File: src/rtl/lsu_pkg.sv
package lsu_pkg;
   // ----------------------------------------
   // Widths
   // ----------------------------------------
   localparam int CUR_W = 16;
   localparam int DLY_W = 24;

   // ----------------------------------------
   // Reset values
   // ----------------------------------------
   localparam logic [DLY_W-1:0] DLY_RST = 24'h000000;
   localparam logic SHED_RST = 1'b0;

   // ----------------------------------------
   // Types
   // ----------------------------------------
   typedef enum logic [1:0] {
      MOT_STOP, MOT_START, MOT_RUN, MOT_OTHER
   } lsu_motor_t;

   typedef enum {
      LS_IDLE, LS_PICKUP, LS_SHED, LS_DROP
   } lsu_state_t;
endpackage

File: src/rtl/lsu_load_shed_unit.sv
`timescale 1ns/1ps
`default_nettype none
module lsu_load_shed_unit
   import lsu_pkg::*;
(
   input wire logic clk,
   input wire logic rst_b,
   input wire logic shedEnable,
   input wire logic contactOpensOnShed,
   input wire lsu_pkg::lsu_motor_t motorState,
   input wire logic [lsu_pkg::CUR_W-1:0] loadCurrent,
   input wire logic [lsu_pkg::CUR_W-1:0] pickupLevel,
   input wire logic [lsu_pkg::CUR_W-1:0] dropoutLevel,
   input wire logic [lsu_pkg::DLY_W-1:0] pickupDelay,
   input wire logic [lsu_pkg::DLY_W-1:0] dropDelay,
   output logic shedActive,
   output logic contactClosed
);
   import lsu_pkg::*;

   // ----------------------------------------
   // Declarations
   // ----------------------------------------
   lsu_state_t state_r;
   lsu_state_t state_nxt;
   logic [DLY_W-1:0] timer_r;
   logic [DLY_W-1:0] timer_nxt;
   logic shed_r;
   logic shed_nxt;
   logic contact_r;
   logic contact_nxt;

   // ----------------------------------------
   // Qualification
   // ----------------------------------------
   // Losing either gate drops a running shed on the next edge
   wire runState = (motorState == MOT_RUN);
   wire armed = shedEnable && runState;
   wire disarm = !armed;

   // ----------------------------------------
   // Threshold comparison
   // ----------------------------------------
   // Strict compares: equal to pickup is no overload, equal to dropout no relief
   wire abovePickup = loadCurrent > pickupLevel;
   wire belowDropout = loadCurrent < dropoutLevel;
   wire atOrBelowPickup = !abovePickup;
   wire atOrAboveDropout = !belowDropout;

   // ----------------------------------------
   // Timer decode
   // ----------------------------------------
   wire [DLY_W-1:0] timerStep = {{(DLY_W-1){1'b0}}, 1'b1};
   wire [DLY_W-1:0] timerInc = timer_r + timerStep;
   wire pickupDone = timer_r >= pickupDelay;
   wire dropZero = (dropDelay == DLY_RST);
   wire dropDone = timerInc >= dropDelay;

   // ----------------------------------------
   // State decode
   // ----------------------------------------
   wire inIdle = (state_r == LS_IDLE);
   wire inPickup = (state_r == LS_PICKUP);
   wire inShed = (state_r == LS_SHED);
   wire inDrop = (state_r == LS_DROP);

   // ----------------------------------------
   // Transition conditions
   // ----------------------------------------
   wire startPickup = inIdle && abovePickup;
   wire abortPickup = inPickup && atOrBelowPickup;
   wire enterShed = inPickup && abovePickup && pickupDone;
   wire keepPickup = inPickup && abovePickup && !pickupDone;
   wire releaseNow = inShed && belowDropout && dropZero;
   wire startDrop = inShed && belowDropout && !dropZero;
   wire resumeShed = inDrop && atOrAboveDropout;
   wire dropExpired = inDrop && belowDropout && dropDone;
   wire keepDrop = inDrop && belowDropout && !dropDone;

   // ----------------------------------------
   // Next state
   // ----------------------------------------
   always_comb begin
      state_nxt = state_r;
      case (state_r)
         LS_IDLE: begin
            if (startPickup) begin
               state_nxt = LS_PICKUP;
            end
         end
         LS_PICKUP: begin
            if (abortPickup) begin
               state_nxt = LS_IDLE;
            end else if (enterShed) begin
               state_nxt = LS_SHED;
            end
         end
         LS_SHED: begin
            if (releaseNow) begin
               state_nxt = LS_IDLE;
            end else if (startDrop) begin
               state_nxt = LS_DROP;
            end
         end
         LS_DROP: begin
            if (resumeShed) begin
               state_nxt = LS_SHED;
            end else if (dropExpired) begin
               state_nxt = LS_IDLE;
            end
         end
         default: begin
            state_nxt = LS_IDLE;
         end
      endcase
      if (disarm) begin
         state_nxt = LS_IDLE;
      end
   end

   // ----------------------------------------
   // Next timer value
   // ----------------------------------------
   // The timer only counts while a delay is pending; every exit clears it
   always_comb begin
      timer_nxt = DLY_RST;
      case (state_r)
         LS_IDLE: begin
            timer_nxt = DLY_RST;
         end
         LS_PICKUP: begin
            if (keepPickup) begin
               timer_nxt = timerInc;
            end else begin
               timer_nxt = DLY_RST;
            end
         end
         LS_SHED: begin
            timer_nxt = DLY_RST;
         end
         LS_DROP: begin
            if (keepDrop) begin
               timer_nxt = timerInc;
            end else begin
               timer_nxt = DLY_RST;
            end
         end
         default: begin
            timer_nxt = DLY_RST;
         end
      endcase
      if (disarm) begin
         timer_nxt = DLY_RST;
      end
   end

   // ----------------------------------------
   // Output selection
   // ----------------------------------------
   // Indication covers the drop wait as well, so shed holds until release
   assign shed_nxt = (state_nxt == LS_SHED) || (state_nxt == LS_DROP);
   assign contact_nxt = shed_nxt ^ contactOpensOnShed;

   // ----------------------------------------
   // State register
   // ----------------------------------------
   always_ff @(posedge clk or negedge rst_b) begin
      if (!rst_b) begin
         state_r <= LS_IDLE;
      end else begin
         state_r <= state_nxt;
      end
   end

   // ----------------------------------------
   // Timer register
   // ----------------------------------------
   always_ff @(posedge clk or negedge rst_b) begin
      if (!rst_b) begin
         timer_r <= DLY_RST;
      end else begin
         timer_r <= timer_nxt;
      end
   end

   // ----------------------------------------
   // Indication register
   // ----------------------------------------
   always_ff @(posedge clk or negedge rst_b) begin
      if (!rst_b) begin
         shed_r <= SHED_RST;
      end else begin
         shed_r <= shed_nxt;
      end
   end

   // ----------------------------------------
   // Contact register
   // ----------------------------------------
   // Reset leaves the contact open whatever the mode; the first edge fixes it
   always_ff @(posedge clk or negedge rst_b) begin
      if (!rst_b) begin
         contact_r <= SHED_RST;
      end else begin
         contact_r <= contact_nxt;
      end
   end

   // ----------------------------------------
   // Outputs
   // ----------------------------------------
   assign shedActive = shed_r;
   assign contactClosed = contact_r;

endmodule
`default_nettype wire

File: config.mk
export PLATFORM = sky130hd
export DESIGN_NAME = lsu_load_shed_unit
export DESIGN_NICKNAME = d
export VERILOG_FILES = /design/src/rtl/lsu_pkg.sv /design/src/rtl/lsu_load_shed_unit.sv
export SDC_FILE = /design/constraint.sdc
export NUM_CORES = 1
export LEC_CHECK = 0
export ABC_AREA = 1
export BUFFER_PORTS_ARGS = -buffer_cell sky130_fd_sc_hd__buf_2
export CAP_MARGIN = 30
export CORE_MARGIN = 10
export CORE_UTILIZATION = 55
export CTS_CLUSTER_DIAMETER = 150
export DETAILED_ROUTE_END_ITERATION = 10
export GPL_TIMING_DRIVEN = 1
export PLACE_DENSITY = 0.81
export SLEW_MARGIN = 20
export SYNTH_ARGS = -nofsm -noshare
export SYNTH_HDL_FRONTEND = slang
export SYNTH_SLANG_ARGS = --single-unit
File: constraint.sdc
create_clock -name clk -period 3.45 [get_ports clk]
set_input_delay 0.69 -clock clk [delete_from_list [all_inputs] [get_ports clk]]
set_output_delay 0.69 -clock clk [all_outputs]
set_load 0.05 [all_outputs]
==> flow_metrics.py <==
metrics = {
    "synth": {
        "ys_ff_latch": 58,
        "synthTopCellsByArea": "dfrtp_1, ha_1, inv_1",
        "synth_edf_count": 0,
        "synth_top_area_share_pct": 31.5,
        "avgSynthCellArea_um2": 7.50,
        "synthDistinctLibCells": 29,
        "synth_ff_type": "dfrtp_1",
        "synth_top_area_cell": "dfrtp_1",
        "ys_seq_area_share_pct": 31.5,
        "netlist_area_um2": 4610,
        "async_reset_ff_share_pct": 100,
        "ys_warn_count": 0,
        "synth_cells": 615,
    },
    "cts": {
        "clk_latency_ns": 0.34,
        "cts-root-buf": "clkbuf_8",
        "cts_tree": "yes",
        "htreeDepth": 3,
        "clock_path_buffers": 2,
        "cts_sinks": 58,
        "clkTransAtPathRegs_ns": 0.08,
        "ctsHoldBuffers": 0,
        "cts_buffers": 9,
    },
    "placement": {
        "dpl.hpwl_um": 9450,
        "portBuffers": 103,
        "gp_congestion": 0.889,
        "placed_cells": 852,
    },
    "die": {
        "fp.dieH_um": 112,
        "core.rowCount": 33,
        "initial_core_util_pct": 56.4,
        "die_w_um": 112,
        "core_um2": 8180,
        "ios": 104,
        "die_area_um2": 12500,
    },
    "worst_setup_path": {
        "path_max_fanout": 6,
        "crit_arrival_ns": 3.63,
        "cp_data_required_time_ns": 3.66,
        "path_cells": "ha_2, nand2_2, nor2_4, nand3_4, nor2_4, nand2_4, nor2_4, nand2_2, buf_4, xor2_1, inv_1, ha_1, nand2_1, nor2_2, nand2_2, nor2_2, nand2_1, nand3_1, nor2_1, nand2_1, o21ai_2, nand2_4, buf_6, nor2_1",
        "crit_type": "flip-flop to flip-flop",
        "ff2ff_path_depth": 24,
        "crit_path_end_kind": "flip-flop",
        "crit_path_max_incr_delay_ns": 0.40,
        "path_buf_inv": 3,
        "cp_slowest_cell": "dfrtp_1",
        "critical_path.top_delay_family": "simple AND/OR/NAND/NOR gates",
        "critPathLaunchType": "flip-flop",
        "path_depth": 24,
    },
    "power_and_ir_drop": {
        "leakage_nw": 3.44,
        "p_total_w": 0.00158,
        "power_density_nw_per_um2": 269,
        "ir_drop_uv": 300,
    },
    "grt": {
        "grt_pass1_wl_um": 19100,
        "first_global_vias": 4533,
        "antenna_found_initial": 0,
        "grt_start_max_net_pins": 34,
        "grt_usage_pct": 17.8,
        "overflow": 0,
    },
    "cells_and_area": {
        "n_antenna_cell": 0,
        "nets": 954,
        "fillers": 646,
        "area_growth_pct": 26.9,
        "drive_above_1_share_pct": 22.9,
        "final_common_cell": "inv_1",
        "layout.cells.non_filler": 882,
        "layout_common_cells": "inv_1, nand2_1, buf_2",
    },
    "flow_run": {
        "maxCapViolations": 0,
    },
    "sta": {
        "timing.final.crit_share_pct": 99.0,
        "slew_viol_final": 0,
        "max_freq_ghz": 0.293,
        "post-route-min-period_ns": 3.41,
        "setup_viol": 0,
        "worstMarginPinSlew_ns": 0.694,
        "slew_headroom_pct": 53.8,
        "hold_viol_final": 0,
        "finClkSkew_ns": 0.00843,
    },
    "route": {
        "routed_wl_um": 12000,
        "drt-vias-per-instance": 5.03,
        "antenna_left": 0,
        "wire_per_inst_um": 13.6,
        "route.detailed.drc": 0,
        "drt_iter0_markers": 229,
        "num_vias": 4435,
        "drtPass1Iterations": 4,
    },
    "worst_hold_path": {
        "hold_class": "primary input to asynchronous set/reset pin",
    },
    "outcome": {
        "status": "complete, no violations",
    },
}
worst paths after layout:
| check | endpoint | slack (ns) | from |
|---|---|---|---|
| max | timer_r[21] | 0.04 | timer_r[1] |
| min | state_r[24] | 0.39 | rst_b |
| max reg2reg | timer_r[21] | 0.04 | timer_r[1] |
| min reg2reg | timer_r[22] | 0.64 | timer_r[22] |
| max in group asynchronous | timer_r[0] | 2.21 | rst_b |
| min in group clk | contactClosed | 0.58 | contactOpensOnShed |
worst reg2reg max path: cells and delay by family (launching register included):
kind / cells / cell delay, ns
AO/OA/AOI/OAI: 1 / 0.09
adder cells (fa/ha/maj): 2 / 0.48
flip-flops: 1 / 0.40
XOR/XNOR: 1 / 0.25
buffers and inverters: 3 / 0.38
AND/OR/NAND/NOR: 17 / 1.68
synthesized netlist by cell type, drive strengths merged (6+ instances only):
cell type	number
nand3	20
nor4	6
nor2	84
nand4	17
ha	80
nor3	10
dfrtp	58
inv	141
nand2	124
o21ai	10
a21oi	35
xor2	17
repair_timing:
item / CTS / global route
resized for setup: 0 / 32
setup endpoints to repair: 0 / 28
buffers inserted: 0 / 11
flip-flops by register name (all words and copies together) (netlist names):
| name | cells |
|---|---|
| contactClosed | 1 |
| state_r | 32 |
| shedActive | 1 |
| timer_r | 24 |
metal layers:
metal | routed length, um | vias up | GRT usage, % | share of wire [%]
li1 | - | 2218 | - | -
met3 | 687 | 18 | 4.62 | 5.7
met1 | 4940 | 2052 | 20.3 | 41
met2 | 6190 | 147 | 32.4 | 52
met4 | 176 | 0 | 4.37 | 1.5
met5 | 0 | - | 0 | 0
power by group:
group | leakage, nW | switching [W] | internal [W] | total [W]
Clock | 0.0885 | 0.000301 | 0.000338 | 0.000639
Sequential | 0.737 | 0.00000482 | 0.000698 | 0.000703
Combinational | 2.61 | 0.000133 | 0.000103 | 0.000236
per-stage QoR:
step | setup TNS [ns] | setup slack, ns | instance area (um^2) | util (%) | hold slack (ns)
6_report | 0 | 0.0358 | 5860 | 71.6 | 0.391
5_1_grt | -2.59 | -0.140 | 5860 | 71.6 | 0.437
4_1_cts | 0 | 0.0638 | 5580 | 68.2 | 0.400
3_5_place_dp | 0 | 0.107 | 5370 | 65.7 | 0.512
3_3_place_gp | 0 | 0.296 | 5370 | 65.7 | 0.490
2_1_floorplan | 0 | 0.539 | 4720 | - | 0.394
cell type report:
class,count,area [um^2],area share [%]
multi-input cells,443,2850,48.6
flip-flops and latches,58,1450,24.8
repair buffers,119,694,11.9
inverters,141,529,9.04
well taps,105,131,2.24
clock buffers,9,124,2.12
clock inverters,7,77.6,1.32
cells by family after synthesis:
logic type      Yosys count  synth area share (%)
xor+xnor                 18                  3.58
simple gates            264                  25.3
other cells               1                0.0813
compound gates           51                  5.97
buf+inv                 143                  12.0
flops                    58                  31.5
fa+ha+maj                80                  21.7
No activity file was read; power rests on OpenSTA's default activity.
